--- src/cbft_consts.vh ---
/*
 * Constants for the bit, flag and transfer execution unit: status bit
 * positions, operation codes, pointer selects and cycle counts.
 * Assumes inclusion by bare name from the unit's design files.
 */
`ifndef CBFT_CONSTS_VH
`define CBFT_CONSTS_VH

`define CBFT_FLAG_C 3'd0
`define CBFT_FLAG_Z 3'd1
`define CBFT_FLAG_N 3'd2
`define CBFT_FLAG_V 3'd3
`define CBFT_FLAG_S 3'd4
`define CBFT_FLAG_H 3'd5
`define CBFT_FLAG_T 3'd6
`define CBFT_FLAG_I 3'd7
`define CBFT_STATUS_RESET 8'h00

`define CBFT_OP_NOP 5'd0
`define CBFT_OP_BIT_TO_T 5'd1
`define CBFT_OP_T_TO_BIT 5'd2
`define CBFT_OP_FLAG_SET 5'd3
`define CBFT_OP_FLAG_CLEAR 5'd4
`define CBFT_OP_SHIFT_RIGHT 5'd5
`define CBFT_OP_SWAP 5'd6
`define CBFT_OP_FETCH 5'd7
`define CBFT_OP_FETCH_INC 5'd8
`define CBFT_OP_FETCH_DEC 5'd9
`define CBFT_OP_FETCH_OFS 5'd10
`define CBFT_OP_FETCH_DIR 5'd11
`define CBFT_OP_WRITE 5'd12
`define CBFT_OP_WRITE_INC 5'd13
`define CBFT_OP_WRITE_DEC 5'd14
`define CBFT_OP_WRITE_OFS 5'd15
`define CBFT_OP_WRITE_DIR 5'd16
`define CBFT_OP_PROG_FETCH 5'd17
`define CBFT_OP_PROG_FETCH_INC 5'd18
`define CBFT_OP_PUSH 5'd19
`define CBFT_OP_POP 5'd20
`define CBFT_OP_SLEEP 5'd21
`define CBFT_OP_WDOG 5'd22
`define CBFT_OP_BREAK 5'd23

`define CBFT_PTR_X 2'd0
`define CBFT_PTR_Y 2'd1
`define CBFT_PTR_Z 2'd2

`define CBFT_REG_X_LO 5'd26
`define CBFT_REG_Y_LO 5'd28
`define CBFT_REG_Z_LO 5'd30

`define CBFT_CYC_DATA 2'd2
`define CBFT_CYC_PROG 2'd3
`define CBFT_SP_RESET 16'h0000

`endif

--- src/cbft_regfile.v ---
/*
 * General register file: 32 bytes, one write port, two registered read ports.
 * Assumes the owner presents addresses a cycle before it needs the data.
 */
`timescale 1ns/100ps
`default_nettype none

module cbft_regfile #(
    parameter DEPTH = 32,
    parameter AW = 5
) (
    input wire clock,          // Core clock.
    input wire we,             // Write enable.
    input wire [AW-1:0] waddr, // Write address.
    input wire [7:0] wdata,    // Write data.
    input wire [AW-1:0] raddr_a, // Read address A.
    input wire [AW-1:0] raddr_b, // Read address B.
    output reg [7:0] rdata_a,  // Registered read data A.
    output reg [7:0] rdata_b   // Registered read data B.
);
    reg [7:0] mem [0:DEPTH-1];

    always @(posedge clock) begin
        if (we) begin
            mem[waddr] <= wdata;
        end
        rdata_a <= mem[raddr_a];
        rdata_b <= mem[raddr_b];
    end
endmodule // cbft_regfile

`default_nettype wire

--- src/cbft_exec.v ---
/*
 * Execution unit for bit and flag operations, data and program memory
 * transfers, stack push and pop, and core control operations.
 * Assumes a decoded operation is offered with op_valid while op_ready is
 * high, and that data memory reads return one cycle after the request.
 */
// Contract
// RQ1: Bit-to-transfer-flag copies selected source bit into T, one clock, only T.
// RQ2: Transfer-flag-to-bit writes T into selected destination bit, one clock, no flags.
// RQ3: Sign flag set and clear instructions force S only, one clock.
// RQ4: Overflow flag set and clear instructions force V only, one clock.
// RQ5: Half carry set and clear instructions force H only, one clock.
// RQ6: Post-increment load reads at pointer, then pointer plus one, two clocks; the code takes three.
// RQ7: Pre-decrement load decrements pointer first, reads new address, two clocks; the code takes three.
// RQ8: Displaced load reads Y or Z plus displacement, pointer kept, two clocks; the code takes three.
// RQ9: Direct load reads the encoded address into destination, two clocks; the code takes three.
// RQ10: Post-increment store writes at pointer, then increments it, two clocks.
// RQ11: Pre-decrement store decrements pointer, writes at new address, two clocks.
// RQ12: Displaced store writes at Y or Z plus displacement, pointer kept.
// RQ13: Direct store writes source to encoded address, two clocks, no flags.
// RQ14: Program fetch loads Z-addressed byte into R0 or register, three clocks.
// RQ15: Push places source on stack in two clocks, flags untouched.
// RQ16: Pop takes top stack byte into destination in two clocks; the code takes three.
// RQ17: Sleep issues in one clock, no flags, then signals sleep request.
// RQ18: Watchdog restart takes one clock, no flags, pulses restart.
// RQ19: Break only signals the debugger; no flags change.
// RQ20: Arithmetic right shift keeps bit seven, updates Z, C, N, V.
// RQ21: Nibble exchange swaps register halves in one clock, no flags.
// RQ22: Global interrupt on and off set or clear I in one clock.
`timescale 1ns/100ps
`default_nettype none
`include "cbft_consts.vh"

module cbft_exec #(
    parameter DADDR_W = 16,
    parameter PADDR_W = 16
) (
    input wire clock,               // Core clock, 40 MHz.
    input wire rstn,                // Asynchronous reset, active low.
    input wire op_valid,            // Decoded operation offered.
    output wire op_ready,           // Unit idle and able to take an operation.
    input wire [4:0] op_code,       // Operation code.
    input wire [4:0] op_rd,         // Destination or source register index.
    input wire [2:0] op_bit,        // Bit or status flag select.
    input wire [1:0] op_ptr,        // Pointer pair select.
    input wire [5:0] op_disp,       // Displacement.
    input wire [15:0] op_addr,      // Direct address.
    input wire op_to_r0,            // Program fetch to register zero.
    output reg [7:0] status_register, // Status flags.
    output reg [DADDR_W-1:0] dmem_addr, // Data memory address.
    output reg [7:0] dmem_wdata,    // Data memory write data.
    output reg dmem_we,             // Data memory write strobe.
    output reg dmem_re,             // Data memory read strobe.
    input wire [7:0] dmem_rdata,    // Data memory read data, one cycle later.
    output reg [PADDR_W-1:0] pmem_addr, // Program memory byte address.
    output reg pmem_re,             // Program memory read strobe.
    input wire [7:0] pmem_rdata,    // Program memory data, one cycle later.
    output reg sleep_req,           // Sleep request pulse.
    output reg wdog_restart,        // Watchdog restart pulse.
    output reg break_req,           // Debug break pulse.
    output reg [15:0] stack_ptr     // Stack pointer.
);
    localparam ST_IDLE = 4'b0001;
    localparam ST_READ = 4'b0010;
    localparam ST_EXEC = 4'b0100;
    localparam ST_WAIT = 4'b1000;

    reg [3:0] state;
    reg [3:0] next_state;
    reg [4:0] cur_op;
    reg [4:0] cur_rd;
    reg [2:0] cur_bit;
    reg [1:0] cur_ptr;
    reg [5:0] cur_disp;
    reg [15:0] cur_addr;
    reg cur_r0;
    reg [15:0] ptr_hold;

    reg rf_we;
    reg [4:0] rf_waddr;
    reg [7:0] rf_wdata;
    reg [4:0] rf_ra;
    reg [4:0] rf_rb;
    wire [7:0] rf_da;
    wire [7:0] rf_db;

    cbft_regfile #(.DEPTH(32), .AW(5)) u_regs (
        .clock(clock),
        .we(rf_we),
        .waddr(rf_waddr),
        .wdata(rf_wdata),
        .raddr_a(rf_ra),
        .raddr_b(rf_rb),
        .rdata_a(rf_da),
        .rdata_b(rf_db)
    );

    // The pointer pair is read through both ports as low and high byte.
    reg [4:0] ptr_lo_idx;
    always @* begin
        case (op_valid && state == ST_IDLE ? op_ptr : cur_ptr)
            `CBFT_PTR_X: ptr_lo_idx = `CBFT_REG_X_LO;
            `CBFT_PTR_Y: ptr_lo_idx = `CBFT_REG_Y_LO;
            default: ptr_lo_idx = `CBFT_REG_Z_LO;
        endcase
    end

    assign op_ready = (state == ST_IDLE);

    wire take = op_valid && op_ready;
    wire [15:0] ptr_val = {rf_db, rf_da};
    wire [15:0] ptr_inc = ptr_val + 16'h0001;
    wire [15:0] ptr_dec = ptr_val - 16'h0001;
    wire [15:0] ptr_ofs = ptr_val + {10'h000, cur_disp};
    wire is_mem_op = (cur_op >= `CBFT_OP_FETCH) && (cur_op <= `CBFT_OP_POP);
    wire cur_store = (cur_op >= `CBFT_OP_WRITE) && (cur_op <= `CBFT_OP_WRITE_DIR);
    wire cur_fetch = (cur_op >= `CBFT_OP_FETCH) && (cur_op <= `CBFT_OP_FETCH_DIR);
    wire cur_prog = (cur_op == `CBFT_OP_PROG_FETCH) || (cur_op == `CBFT_OP_PROG_FETCH_INC);

    // Register-file read addresses: data operand on A/B in the issue cycle, or pointer low/high
    // for fetch, store and program-fetch operations; store or push data on A in the ST_READ cycle.
    always @* begin
        rf_ra = take ? op_rd : ptr_lo_idx;
        rf_rb = take ? op_rd : (ptr_lo_idx + 5'd1);
        if (state == ST_READ) begin
            // Stores fetch their data byte now, for the strobe in the access cycle.
            rf_ra = (cur_store || cur_op == `CBFT_OP_PUSH) ? cur_rd : ptr_lo_idx;
            rf_rb = ptr_lo_idx + 5'd1;
        end
        if (take && op_code >= `CBFT_OP_FETCH && op_code <= `CBFT_OP_PROG_FETCH_INC) begin
            rf_ra = ptr_lo_idx;
            rf_rb = ptr_lo_idx + 5'd1;
        end
    end

    // Index of the pointer high byte, kept for its late write-back.
    reg [4:0] hold_idx;

    always @* begin
        next_state = state;
        case (state)
            ST_IDLE: begin
                if (take) begin
                    next_state = ST_READ;
                end
            end
            ST_READ: begin
                next_state = (is_mem_op && cur_op != `CBFT_OP_PUSH &&
                              cur_op != `CBFT_OP_POP) ? ST_EXEC : ST_IDLE;
                if (cur_op == `CBFT_OP_PUSH || cur_op == `CBFT_OP_POP) begin
                    next_state = ST_EXEC;
                end
            end
            ST_EXEC: begin
                // Read data arrive one cycle after the strobe, so loads wait too.
                next_state = (cur_prog || cur_fetch || cur_op == `CBFT_OP_POP) ?
                             ST_WAIT : ST_IDLE;
            end
            ST_WAIT: begin
                next_state = ST_IDLE;
            end
            default: next_state = ST_IDLE;
        endcase
    end

    // Register-file writes: result of single-cycle work, loaded data,
    // and the updated pointer pair (two bytes over two cycles).
    reg ptr_hi_pend;
    always @* begin
        rf_we = 1'b0;
        rf_waddr = cur_rd;
        rf_wdata = 8'h00;
        if (state == ST_READ) begin
            case (cur_op)
                `CBFT_OP_T_TO_BIT: begin
                    rf_we = 1'b1;
                    rf_wdata = rf_da;
                    rf_wdata[cur_bit] = status_register[`CBFT_FLAG_T]; // [RQ2]
                end
                `CBFT_OP_SHIFT_RIGHT: begin
                    rf_we = 1'b1;
                    rf_wdata = {rf_da[7], rf_da[7:1]}; // [RQ20]
                end
                `CBFT_OP_SWAP: begin
                    rf_we = 1'b1;
                    rf_wdata = {rf_da[3:0], rf_da[7:4]}; // [RQ21]
                end
                `CBFT_OP_FETCH_INC, `CBFT_OP_WRITE_INC, `CBFT_OP_PROG_FETCH_INC: begin
                    rf_we = 1'b1;
                    rf_waddr = ptr_lo_idx;
                    rf_wdata = ptr_inc[7:0]; // [RQ6] [RQ10] [RQ14]
                end
                `CBFT_OP_FETCH_DEC, `CBFT_OP_WRITE_DEC: begin
                    rf_we = 1'b1;
                    rf_waddr = ptr_lo_idx;
                    rf_wdata = ptr_dec[7:0]; // [RQ7] [RQ11]
                end
                default: rf_we = 1'b0;
            endcase
        end else if (state == ST_WAIT) begin
            rf_we = 1'b1;
            rf_waddr = (cur_prog && cur_r0) ? 5'd0 : cur_rd;
            rf_wdata = cur_prog ? pmem_rdata : dmem_rdata; // [RQ8] [RQ9] [RQ14] [RQ16]
        end else if (state == ST_IDLE && ptr_hi_pend) begin
            rf_we = 1'b1;
            rf_waddr = hold_idx;
            rf_wdata = ptr_hold[15:8];
        end
    end

    always @(posedge clock or negedge rstn) begin
        if (!rstn) begin
            state <= ST_IDLE;
            cur_op <= `CBFT_OP_NOP;
            cur_rd <= 5'd0;
            cur_bit <= 3'd0;
            cur_ptr <= 2'd0;
            cur_disp <= 6'd0;
            cur_addr <= 16'h0000;
            cur_r0 <= 1'b0;
            hold_idx <= 5'd0;
        end else begin
            state <= next_state;
            if (take) begin
                cur_op <= op_code;
                cur_rd <= op_rd;
                cur_bit <= op_bit;
                cur_ptr <= op_ptr;
                cur_disp <= op_disp;
                cur_addr <= op_addr;
                cur_r0 <= op_to_r0;
            end
            if (state == ST_READ) begin
                hold_idx <= ptr_lo_idx + 5'd1;
            end
        end
    end

    always @(posedge clock or negedge rstn) begin
        if (!rstn) begin
            status_register <= `CBFT_STATUS_RESET;
            dmem_addr <= {DADDR_W{1'b0}};
            dmem_wdata <= 8'h00;
            dmem_we <= 1'b0;
            dmem_re <= 1'b0;
            pmem_addr <= {PADDR_W{1'b0}};
            pmem_re <= 1'b0;
            sleep_req <= 1'b0;
            wdog_restart <= 1'b0;
            break_req <= 1'b0;
            stack_ptr <= `CBFT_SP_RESET;
            ptr_hold <= 16'h0000;
            ptr_hi_pend <= 1'b0;
        end else begin
            dmem_we <= 1'b0;
            dmem_re <= 1'b0;
            pmem_re <= 1'b0;
            sleep_req <= 1'b0;
            wdog_restart <= 1'b0;
            break_req <= 1'b0;
            if (state == ST_IDLE) begin
                ptr_hi_pend <= 1'b0;
            end
            if (take) begin
                case (op_code)
                    `CBFT_OP_FLAG_SET: status_register[op_bit] <= 1'b1; // [RQ3] [RQ4] [RQ5] [RQ22]
                    `CBFT_OP_FLAG_CLEAR: status_register[op_bit] <= 1'b0; // [RQ3] [RQ4] [RQ5] [RQ22]
                    `CBFT_OP_SLEEP: sleep_req <= 1'b1; // [RQ17]
                    `CBFT_OP_WDOG: wdog_restart <= 1'b1; // [RQ18]
                    `CBFT_OP_BREAK: break_req <= 1'b1; // [RQ19]
                    default: status_register <= status_register;
                endcase
            end
            if (state == ST_READ) begin
                case (cur_op)
                    `CBFT_OP_BIT_TO_T: status_register[`CBFT_FLAG_T] <= rf_da[cur_bit]; // [RQ1]
                    `CBFT_OP_SHIFT_RIGHT: begin
                        status_register[`CBFT_FLAG_C] <= rf_da[0]; // [RQ20]
                        status_register[`CBFT_FLAG_Z] <= (rf_da[7:1] == 7'h00) && !rf_da[7];
                        status_register[`CBFT_FLAG_N] <= rf_da[7];
                        status_register[`CBFT_FLAG_V] <= rf_da[7] ^ rf_da[0];
                    end
                    `CBFT_OP_FETCH, `CBFT_OP_FETCH_INC, `CBFT_OP_WRITE,
                    `CBFT_OP_WRITE_INC: begin
                        dmem_addr <= ptr_val[DADDR_W-1:0];
                        ptr_hold <= ptr_inc;
                        ptr_hi_pend <= (cur_op == `CBFT_OP_FETCH_INC) ||
                                       (cur_op == `CBFT_OP_WRITE_INC); // [RQ6] [RQ10]
                    end
                    `CBFT_OP_FETCH_DEC, `CBFT_OP_WRITE_DEC: begin
                        dmem_addr <= ptr_dec[DADDR_W-1:0]; // [RQ7] [RQ11]
                        ptr_hold <= ptr_dec;
                        ptr_hi_pend <= 1'b1;
                    end
                    `CBFT_OP_FETCH_OFS, `CBFT_OP_WRITE_OFS: begin
                        dmem_addr <= ptr_ofs[DADDR_W-1:0]; // [RQ8] [RQ12]
                    end
                    `CBFT_OP_FETCH_DIR, `CBFT_OP_WRITE_DIR: begin
                        dmem_addr <= cur_addr[DADDR_W-1:0]; // [RQ9] [RQ13]
                    end
                    `CBFT_OP_PROG_FETCH, `CBFT_OP_PROG_FETCH_INC: begin
                        pmem_addr <= ptr_val[PADDR_W-1:0]; // [RQ14]
                        pmem_re <= 1'b1;
                        ptr_hold <= ptr_inc;
                        ptr_hi_pend <= (cur_op == `CBFT_OP_PROG_FETCH_INC);
                    end
                    `CBFT_OP_PUSH: begin
                        dmem_addr <= stack_ptr[DADDR_W-1:0]; // [RQ15]
                        stack_ptr <= stack_ptr - 16'h0001;
                    end
                    `CBFT_OP_POP: begin
                        dmem_addr <= stack_ptr[DADDR_W-1:0] + 1'b1; // [RQ16]
                        stack_ptr <= stack_ptr + 16'h0001;
                    end
                    default: ptr_hi_pend <= 1'b0;
                endcase
                dmem_re <= cur_fetch || (cur_op == `CBFT_OP_POP);
            end
            if (state == ST_EXEC && (cur_store || cur_op == `CBFT_OP_PUSH)) begin
                dmem_we <= 1'b1; // [RQ10] [RQ11] [RQ12] [RQ13] [RQ15]
                dmem_wdata <= rf_da;
            end
        end
    end
endmodule // cbft_exec

`default_nettype wire

--- config.mk ---
export PLATFORM = sky130hd
export DESIGN_NAME = cbft_exec
export DESIGN_NICKNAME = d
export VERILOG_FILES = /design/src/cbft_regfile.v /design/src/cbft_exec.v
export VERILOG_INCLUDE_DIRS = /design/src
export SDC_FILE = /design/constraint.sdc
export NUM_CORES = 1
export LEC_CHECK = 0
export BUFFER_PORTS_ARGS = -buffer_cell sky130_fd_sc_hd__buf_2
export CAP_MARGIN = 20
export CELL_PAD_IN_SITES_DETAIL_PLACEMENT = 0
export CELL_PAD_IN_SITES_GLOBAL_PLACEMENT = 1
export CORE_MARGIN = 3
export CORE_UTILIZATION = 25
export CTS_CLUSTER_DIAMETER = 50
export DETAILED_ROUTE_END_ITERATION = 7
export HOLD_SLACK_MARGIN = 0.12
export MAX_ROUTING_LAYER = met4
export PLACE_DENSITY_LB_ADDON = 0.05
export SYNTH_ARGS = -nofsm -noshare
export SYNTH_HDL_FRONTEND = slang
export SYNTH_SLANG_ARGS = --single-unit
--- constraint.sdc ---
create_clock -name clock -period 3.37 [get_ports clock]
set_input_delay 0 -clock clock [delete_from_list [all_inputs] [get_ports clock]]
set_output_delay 0 -clock clock [all_outputs]
set_load 0.01 [all_outputs]
==> reports/results.ini, run 1 <==
[run_status]
outcome=complete, no violations

[synth]
synth_nets=2011
synthFlopType=edfxtp_1
synth_warnings=0
synth_top_area_share_pct=36.2
seq_area_frac_synth_pct=52.3
synth.most_common_cell=nand2_1
synth.area.top_cells=edfxtp_1 36%, dfrtp_1 14%, mux4_2 7.4%
synthArstFlopShare_pct=31.3
yosys-top-cells-count=399 x nand2_1, 256 x edfxtp_1, 123 x dfrtp_1
netlist_area_mm2=0.0213
syn_inst=1943
synth_edf_count=256
synth_area_per_cell_um2=10.9
synth_cell_type_count=94
synth.largest_area_cell=edfxtp_1
ys_ff_latch=396

[routing]
first_iter_violations=1267
postRouteAntennaNets=0
drc=0
vias=17400
wl_mm=87.2
viasPerCell=4.97
dr.pass1.iters=5
routedWlPerCell_um=25.0

[place]
place_ws_ns=-0.376
numPortBuffers=127
dpl_cell_area_mm2=0.0248
hpwlAfterDp_mm=63.5
place_congestion=0.828

[timing]
post-route-min-period_ns=3.28
clock_skew_ns=0.0320
hold_viol_final=0
setup_violations=0
fin_crit_sh_pct=97.4
grt_setup_unrepaired=yes
maxSlewViolCount=0
hold_ws_ns=0.146
max_freq_mhz=305
worst_pin_slew_ns=0.965
max_slew_margin_pct=35.7
setup_slack_ns=0.0865

[global_routing]
grt_overflow=0
grt_pass1_wl_mm=127
grt_max_degree=93
antenna_found_initial=2
grt_pass1_vias=17900
grt_use_total_pct=20.0

[setup_path]
crit_family=simple AND/OR/NAND/NOR gates
cp.arrival_ns=3.78
path_max_fanout=32
cp.required_ns=3.87
cp-end-kind=flip-flop
path_cells=or4b_4 -> clkinv_8 -> nand2_4 -> buf_4 -> o211a_4 -> nor2_4 -> buf_6 -> mux4_2 -> mux4_2 -> nand2_1 -> nand2_1
cp_slowest_cell=or4b_4
start_kind=flip-flop
path_class=flip-flop to flip-flop
path_buf_inv=3
max_stage_delay_ns=0.59

[die]
pin_count=128
die_w_um=298
start_util_pct=25.3
die-height_um=298
rows=106
core-area_mm2=0.0840
dieArea_mm2=0.0885

[clocking]
clock-sinks=396
clockBufferDepth=3
clockRootBuffer=clkbuf_16
cts_tree=built
cts_max_level=3
clk_pin_slew_ns=0.06
clk_latency_ns=0.61
cts_made_buffers=71

[cells_and_area]
fillers=8450
fin_area_mm2=0.0281
multi_input_area_mm2=0.00956
final_nets=2369
fin_util_pct=33.5
seqCellArea_mm2=0.0111
synthToLayoutAreaGrowth_pct=32.4
diodes=0
drive_gt1_share_pct=27.7

[power]
power.density_mw_per_mm2=892
totalPowerFinal_w=0.0251
total_leakage_power_nw=10.9
ir_drop_v=0.000347

[min_path]
hp-class=input port to flip-flop

[run]
maxCapViolations=0

timing repair:
item,CTS,global route
hold buffers,62,0
pin swaps,5,4
setup endpoints to repair,54,114
hold endpoints to repair,149,0
buffers inserted,6,0
gates cloned,2,0
gates resized for setup,9,22
area by class of cell:
class                      count  area share [%]
inverter                      22           0.342
multi-input combinational   1381            34.0
sequential                   396            39.5
clock buffer                  81            6.59
timing repair buffer         429            12.4
tap                         1134            5.04
clock inverter                47            2.12
sequential cells by signal, summed over array words and instances, names as in the netlist, 2 cells and up:
signal           flops
u_regs.rdata_b       8
state                4
cur_op               5
cur_rd               5
u_regs.rdata_a       8
cur_ptr              2
hold_idx             3
cur_bit              3
dmem_wdata           8
status_register      8
cur_disp             6
stack_ptr           16
u_regs.mem         256
pmem_addr           16
ptr_hold             8
cur_addr            16
dmem_addr           16
path summary, 6_finish.rpt:
check | depth (start not counted) | startpoint | slack, ns | endpoint
max | 11 | state[3] | 0.09 | u_regs.rdata_b[1]
min | 4 | op_addr[3] | 0.15 | cur_addr[3]
max reg2reg | 11 | state[3] | 0.09 | u_regs.rdata_b[1]
min reg2reg | 2 | pmem_addr[15] | 0.46 | pmem_addr[15]
max in group asynchronous | 4 | rstn | 1.70 | status_register[4]
min in group asynchronous | 3 | rstn | 0.62 | status_register[3]
cell families after synthesis:
kind of cell / count (synthesis) / synth area share (%)
AO/OA/AOI/OAI: 393 / 12.6
XOR/XNOR: 49 / 2.02
adder cells (fa/ha/maj): 11 / 0.683
buffers and inverters: 166 / 3.82
flip-flops: 396 / 52.3
multiplexers: 161 / 11.9
AND/OR/NAND/NOR: 767 / 16.7
power breakdown:
part / switching [W] / internal, W
sequential: 0.000979 / 0.00601
clock: 0.00280 / 0.00461
combinational: 0.00617 / 0.00453
total: 0.00995 / 0.0152
per-layer routing:
metal | part of all wire [%] | vias to the layer above | global-route usage (%)
met5 | 0 | - | -
li1 | - | 7989 | -
met3 | 4.4 | 113 | 2.67
met4 | 2.7 | 0 | 6.14
met2 | 49 | 503 | 33.2
met1 | 44 | 8747 | 25.4
layout by cell type, fill, tap and decap left out, types with 13 or more instances in the layout:
| cell | Yosys | layout |
|---|---|---|
| nand2_1 | 399 | 397 |
| edfxtp_1 | 256 | 256 |
| buf_4 | 12 | 205 |
| buf_2 | 32 | 126 |
| dfrtp_1 | 123 | 123 |
| nor2_1 | 107 | 102 |
| o21ai_0 | 94 | 92 |
| clkbuf_16 | 0 | 72 |
| mux4_2 | 70 | 70 |
| mux2i_1 | 62 | 62 |
| dlygate4sd3_1 | 0 | 62 |
| a21oi_1 | 63 | 61 |
| nand3_1 | 57 | 57 |
| and3_1 | 40 | 40 |
| buf_12 | 0 | 30 |
| mux2_2 | 28 | 28 |
| xor2_1 | 25 | 25 |
| a31oi_1 | 28 | 25 |
| nor3_1 | 24 | 24 |
| xnor2_1 | 24 | 24 |
| inv_1 | 20 | 20 |
| a211oi_1 | 21 | 20 |
| and2_1 | 18 | 18 |
| nand4_1 | 18 | 18 |
| a221oi_1 | 17 | 17 |
| o211ai_1 | 17 | 17 |
| a311oi_1 | 17 | 17 |
| inv_6 | 0 | 17 |
| nor2b_1 | 16 | 16 |
| o21ai_1 | 18 | 16 |
| dfxtp_1 | 16 | 16 |
| nand2b_1 | 13 | 13 |
through the flow:
step / setup TNS [ns] / instances
5_1_grt: -0.0619 / 3490
3_3_place_gp: -4.50 / 3293
4_1_cts: 0 / 3491
6_report: 0 / 3490
2_1_floorplan: 0 / 1943
3_5_place_dp: -3.37 / 3293
worst min-delay path, delay by kind of cell:
family                 cells  cell delay, ns
and+or+nand+nor            2            0.09
buffers and inverters      2            0.61
(Power assumes the default switching activity.)
==> inputs of run 2 (changes only) <==
--- a/config.mk
+++ b/config.mk
@@ -11,7 +11,7 @@
 export CELL_PAD_IN_SITES_DETAIL_PLACEMENT = 0
 export CELL_PAD_IN_SITES_GLOBAL_PLACEMENT = 1
 export CORE_MARGIN = 3
-export CORE_UTILIZATION = 25
+export CORE_UTILIZATION = 45
 export CTS_CLUSTER_DIAMETER = 50
 export DETAILED_ROUTE_END_ITERATION = 7
 export HOLD_SLACK_MARGIN = 0.12
==> reports/results.ini, run 2 (synthesis results as in run 1) <==
[min_path]
hp-start=op_addr[5]
whs_path_depth=4  ; unchanged
hp-class=input port to flip-flop

[timing]
max_freq_mhz=304  ; -0.34%
fin_crit_sh_pct=97.8  ; +0.33 points
clock_skew_ns=0.0205  ; -0.0116 ns
max_slew_margin_pct=44.3  ; +8.6 points
worst_pin_slew_ns=0.832  ; -0.133 ns
hold_viol_final=0  ; unchanged
maxSlewViolCount=0  ; unchanged
hold_ws_ns=0.153  ; +0.00660 ns
post-route-min-period_ns=3.29  ; +0.0112 ns
setup_violations=0  ; unchanged

[setup_path]
reg2reg_slack_ns=0.08  ; about the same
path_max_fanout=16  ; -50%
path_class=flip-flop to flip-flop
startpoint=state[0]
start_kind=flip-flop
cp.arrival_ns=3.80  ; +0.02 ns
cp-end-kind=flip-flop
reg2reg_depth=10  ; -1
cp.required_ns=3.87  ; about the same
regToRegStartpoint=state[0]

[cells_and_area]
fillers=3950  ; -53%
final_cell_mix=398 x nand2_1, 256 x edfxtp_1, 171 x buf_4
seqCellArea_mm2=0.0111  ; unchanged
final_cells=2860  ; -18%
multi_input_area_mm2=0.00945  ; -1.2%
synthToLayoutAreaGrowth_pct=21.4
final_common_cell=nand2_1
top_register=u_regs.mem
final_nets=2289  ; -3.4%
drive_gt1_share_pct=24.2  ; -3.5 points
fin_util_pct=56.1  ; +23 points
diodes=0  ; unchanged
largest_register_ffs=256  ; unchanged

[clocking]
clockBufferDepth=3  ; unchanged
clk_pin_slew_ns=0.06  ; about the same
clk_latency_ns=0.60  ; about the same
cts_made_buffers=50  ; -30%
clockRootBuffer=clkbuf_16
cts_max_level=2  ; -1
clock-sinks=396  ; unchanged
cts_tree=built

[global_routing]
grt_pass1_wl_mm=107  ; -16%
antenna_found_initial=0  ; -2
grt_use_total_pct=28.9  ; +8.8 points
grt_max_degree=81  ; -13%
grt_overflow=0  ; unchanged
grt_pass1_vias=16800  ; -6.1%

[place]
place_congestion=0.935  ; +13%
hpwlAfterDp_mm=50.0  ; -21%
dp.cells=2711  ; -18%
numPortBuffers=127  ; unchanged

[routing]
dr.pass1.iters=6  ; +1
vias=17200  ; -0.65%
routedWlPerCell_um=24.8  ; -0.85%
wl_mm=70.8  ; -19%
viasPerCell=6.03  ; +21%
first_iter_violations=1790  ; +41%
drc=0  ; unchanged
postRouteAntennaNets=0  ; unchanged

[die]
die-height_um=223  ; -25%
start_util_pct=46.2  ; +21 points
die_w_um=223  ; -25%
pin_count=128  ; unchanged
core-area_mm2=0.0460  ; -45%
rows=78  ; -26%
dieArea_mm2=0.0499  ; -44%

[power]
ir_drop_v=0.000495  ; +42%
totalPowerFinal_w=0.0215  ; -14%
power.density_mw_per_mm2=833  ; -6.7%
total_leakage_power_nw=10.1  ; -7.3%

[run]
maxCapViolations=0  ; unchanged

[run_status]
outcome=complete, no violations

run 2: cell count changes in the layout (fill, tap and decap cells not counted), moves of 5 or more:
cell           delta
buf_4            -34
clkbuf_16        -19
buf_12           -17
inv_6            -11
dlygate4sd3_1     -9
bufinv_16         -6
clkinv_2          +5
run 2: final timing paths:
| kind | endpoint |
|---|---|
| setup / recovery | u_regs.rdata_b[2] |
| min in group asynchronous | cur_addr[0] |
| setup reg to reg | u_regs.rdata_b[2] |
| hold reg to reg | pmem_addr[0] |
| max in group asynchronous | cur_addr[15] |
| hold / removal | cur_addr[5] |
run 2: worst max-delay path, cell delays in order, from the launching register on:
cell	delay [ns]
dfstp_2	0.52
or4b_4	0.51
clkinv_8	0.10
nand2_4	0.08
nor3_4	0.33
buf_4	0.20
buf_6	0.23
mux4_2	0.55
mux4_2	0.53
nand2_1	0.10
nand2_1	0.05
run 2: final cells by class:
type,instances,area share [%]
Tap cell,600,2.91
Sequential cell,396,43.1
Multi-Input combinational cell,1381,36.6
Timing Repair Buffer,370,10.9
Clock inverter,32,0.999
Clock buffer,59,5.10
Inverter,22,0.373
run 2: repair_timing:
action / 4_1_cts / 5_1_grt
setup buffers: 0 / 2
gates resized for setup: 0 / 8
setup endpoints to repair: 0 / 67
hold buffers: 54 / 0
hold endpoints to repair: 183 / 0
run 2: per-layer routing:
| layer | up-vias | share of wire, % | track usage (%) |
|---|---|---|---|
| met5 | - | 0 | - |
| met4 | 0 | 4.4 | 10.7 |
| met3 | 150 | 6.2 | 4.46 |
| met2 | 682 | 47 | 45.4 |
| met1 | 8590 | 42 | 38.1 |
| li1 | 7817 | - | - |
run 2: power by group:
group | leakage, nW | switching (W) | internal, W | total [W]
Sequential | 3.89 | 0.000837 | 0.00601 | 0.00685
Combinational | 5.49 | 0.00566 | 0.00389 | 0.00955
Clock | 0.761 | 0.00218 | 0.00291 | 0.00509
Total | 10.1 | 0.00868 | 0.0128 | 0.0215
run 2: through the flow:
step / area [µm²] / setup TNS (ns) / setup slack (ns)
3_5_place_dp: 23600 / 0 / 0.0663
2_1_floorplan: 21300 / 0 / 0.182
6_report: 25800 / 0 / 0.0753
4_1_cts: 25700 / 0 / 0.0493
3_3_place_gp: 23600 / 0 / 0.0610
5_1_grt: 25800 / -0.0118 / -0.0118
==> inputs of run 3 (changes only) <==
--- a/config.mk
+++ b/config.mk
@@ -11,12 +11,13 @@
 export CELL_PAD_IN_SITES_DETAIL_PLACEMENT = 0
 export CELL_PAD_IN_SITES_GLOBAL_PLACEMENT = 1
 export CORE_MARGIN = 3
-export CORE_UTILIZATION = 45
+export CORE_UTILIZATION = 46
 export CTS_CLUSTER_DIAMETER = 50
 export DETAILED_ROUTE_END_ITERATION = 7
 export HOLD_SLACK_MARGIN = 0.12
 export MAX_ROUTING_LAYER = met4
-export PLACE_DENSITY_LB_ADDON = 0.05
+export PLACE_DENSITY = 0.87
 export SYNTH_ARGS = -nofsm -noshare
 export SYNTH_HDL_FRONTEND = slang
+export SYNTH_HIERARCHICAL = 1
 export SYNTH_SLANG_ARGS = --single-unit
==> reports/results.ini, run 3 <==
[setup_path]
path_class=flip-flop to flip-flop
cp.arrival_ns=3.80  ; about the same
regToRegStartpoint=state[2]
crit_end=u_regs/rdata_a[1]
reg2reg_slack_ns=0.06  ; -0.02 ns
startpoint=state[2]
worstReg2RegEnd=u_regs/rdata_a[1]
reg2reg_depth=13  ; +3
cp-end-kind=flip-flop
start_kind=flip-flop
cp.required_ns=3.85  ; -0.02 ns
path_max_fanout=5  ; -11

[global_routing]
grt_pass1_vias=15500  ; -7.7%
grt_pass1_wl_mm=97.2  ; -9.0%
grt_use_total_pct=28.0  ; -0.88 points
grt_max_degree=106  ; +31%
grt_overflow=0  ; unchanged
antenna_found_initial=0  ; unchanged

[min_path]
hp-class=input port to asynchronous set/reset pin

[clocking]
clk_pin_slew_ns=0.06  ; about the same
cts_max_level=2  ; unchanged
clockRootBuffer=clkbuf_16
clk_latency_ns=0.59  ; about the same
clock-sinks=396  ; unchanged
cts_tree=built
clockBufferDepth=3  ; unchanged
cts_made_buffers=45  ; -10%

[routing]
first_iter_violations=2103  ; +17%
dr.pass1.iters=5  ; -1
viasPerCell=6.29  ; +4.4%
postRouteAntennaNets=0  ; unchanged
routedWlPerCell_um=26.0  ; +4.9%
wl_mm=64.6  ; -8.8%
vias=15600  ; -9.3%
drc=0  ; unchanged

[power]
power.density_mw_per_mm2=868  ; +4.3%
ir_drop_v=0.000525  ; +6.1%
total_leakage_power_nw=9.35  ; -7.8%

[timing]
clock_skew_ns=0.0251  ; +0.00461 ns
fin_tns_setup_ns=0  ; unchanged
setup_violations=0  ; unchanged
hold_viol_final=0  ; unchanged
hold_ws_ns=0.141  ; -0.0122 ns
setup_slack_ns=0.0567  ; -0.0185 ns
max_slew_margin_pct=27.5  ; -17 points
maxSlewViolCount=0  ; unchanged
fin_crit_sh_pct=98.3  ; +0.55 points
worst_pin_slew_ns=1.09  ; +0.256 ns
post-route-min-period_ns=3.31  ; +0.0185 ns
max_freq_mhz=302  ; -0.56%

[cells_and_area]
synthToLayoutAreaGrowth_pct=22.6
diodes=0  ; unchanged
final_cell_mix=256 x edfxtp_1, 225 x nand2_1, 160 x mux4_2
final_cells=2486  ; -13%
top_register=u_regs/mem
multi_input_area_mm2=0.00897  ; -5.1%
fillers=3426  ; -13%
largest_register_ffs=256  ; unchanged
drive_gt1_share_pct=30.4  ; +6.1 points
final_nets=1935  ; -15%
seqCellArea_mm2=0.0111  ; unchanged
final_common_cell=edfxtp_1

[synth]
synth_edf_count=256  ; unchanged
netlist_area_mm2=0.0205  ; -3.3%
ys_ff_latch=396  ; unchanged
seq_area_frac_synth_pct=54.1  ; +1.8 points
synth_cell_type_count=74  ; -21%
synth_nets=1653  ; -18%
synth_warnings=6  ; +6
syn_inst=1585  ; -18%
synth.largest_area_cell=edfxtp_1
synth_top_area_share_pct=37.4  ; +1.3 points
synth.area.top_cells=edfxtp_1 37%, mux4_2 18%, dfrtp_1 15%
synth_area_per_cell_um2=13.0  ; +18%
synthArstFlopShare_pct=31.3  ; unchanged
synthFlopType=edfxtp_1
yosys-top-cells-count=256 x edfxtp_1, 226 x nand2_1, 160 x mux4_2
synth.most_common_cell=edfxtp_1

[place]
place_ws_ns=-0.0262  ; -0.0925 ns
hpwlAfterDp_mm=43.1  ; -14%
place_congestion=0.954  ; +2.0%
numPortBuffers=127  ; unchanged
dp.cells=2321  ; -14%

[die]
rows=76  ; -2.6%
die-height_um=217  ; -2.7%
start_util_pct=47.2  ; +0.93 points
core-area_mm2=0.0436  ; -5.3%
die_w_um=217  ; -2.7%
pin_count=128  ; unchanged
dieArea_mm2=0.0472  ; -5.3%

[run_status]
outcome=complete, no violations

[run]
maxCapViolations=0  ; unchanged

run 3: changes by cell type after synthesis, sizes merged, moves of 10 or more:
cell,change
a211oi,-13
a311oi,-16
nor2,-14
mux4,+90
and3,-36
a31oi,-17
buf,-20
o21ai,-32
mux2i,-49
nand2,-174
nand3,-21
o211ai,-10
run 3: layer usage:
metal  GRT usage, %  up-vias  part of all wire [%]
met1           35.7     7848                    37
met4           9.74        0                   4.1
met5              -        -                     0
met3           5.03      163                   9.9
li1               -     6700                     -
met2           45.5      929                    49
run 3: layout make-up:
type | instances | area share, %
flip-flops and latches | 396 | 44.1
multi-input cells | 1047 | 35.6
repair buffers | 352 | 11.3
clock buffers | 51 | 4.65
well taps | 585 | 2.91
clock inverters | 30 | 1.06
inverters | 25 | 0.373
run 3: worst min path at each step:
stage | from | end | slack [ns] | cells after the start
floorplan | rstn | break_req | -0.30 | 0
global placement | op_addr[4] | cur_addr[4] | 0.19 | 3
detailed placement | op_addr[4] | cur_addr[4] | 0.19 | 3
CTS | rstn | ptr_hold[8] | 0.15 | 2
global route | op_disp[1] | cur_disp[1] | 0.21 | 4
finish | rstn | cur_op[1] | 0.14 | 2
run 3: cells by family after synthesis:
logic type | Yosys count | share of synthesized area (%)
flops | 396 | 54.1
mux | 198 | 19.6
xor+xnor | 53 | 2.26
simple gates | 513 | 11.8
fa+ha+maj | 11 | 0.707
buf+inv | 142 | 2.94
compound gates | 272 | 8.63
run 3: stage by stage:
stage          total power, W  cell area [µm²]  util [%]
5_1_grt                0.0229            25200      57.8
6_report               0.0219            25200      57.8
2_1_floorplan          0.0130            20600         -
3_5_place_dp           0.0164            22800      52.4
4_1_cts                0.0218            25100      57.7
3_3_place_gp           0.0161            22800      52.4
run 3: report_power, final:
part / internal [W] / leakage, nW / switching, W
logic: 0.00493 / 4.78 / 0.00530
clock network: 0.00269 / 0.707 / 0.00206
registers: 0.00603 / 3.87 / 0.000849
run 3: timing repair:
item,4_1_cts,5_1_grt
hold endpoints to repair,156,0
hold buffers,79,0
endpoints found under the setup margin,6,173
pin swaps,0,5
setup buffers,4,0
gates cloned,1,1
gates resized for setup,2,13
run 3: worst max-delay path, cell delays in order (launching register included):
cell and delay (ns):
dfrtp_1 0.39, nor2_2 0.13, nand3b_1 0.11, inv_1 0.09, nand2_2 0.09, inv_2 0.07, nor2_1 0.05, a22o_2 0.29
o22ai_4 0.26, clkbuf_16 0.22, buf_4 0.15, mux4_2 0.51, mux4_2 0.56, mux2_2 0.29
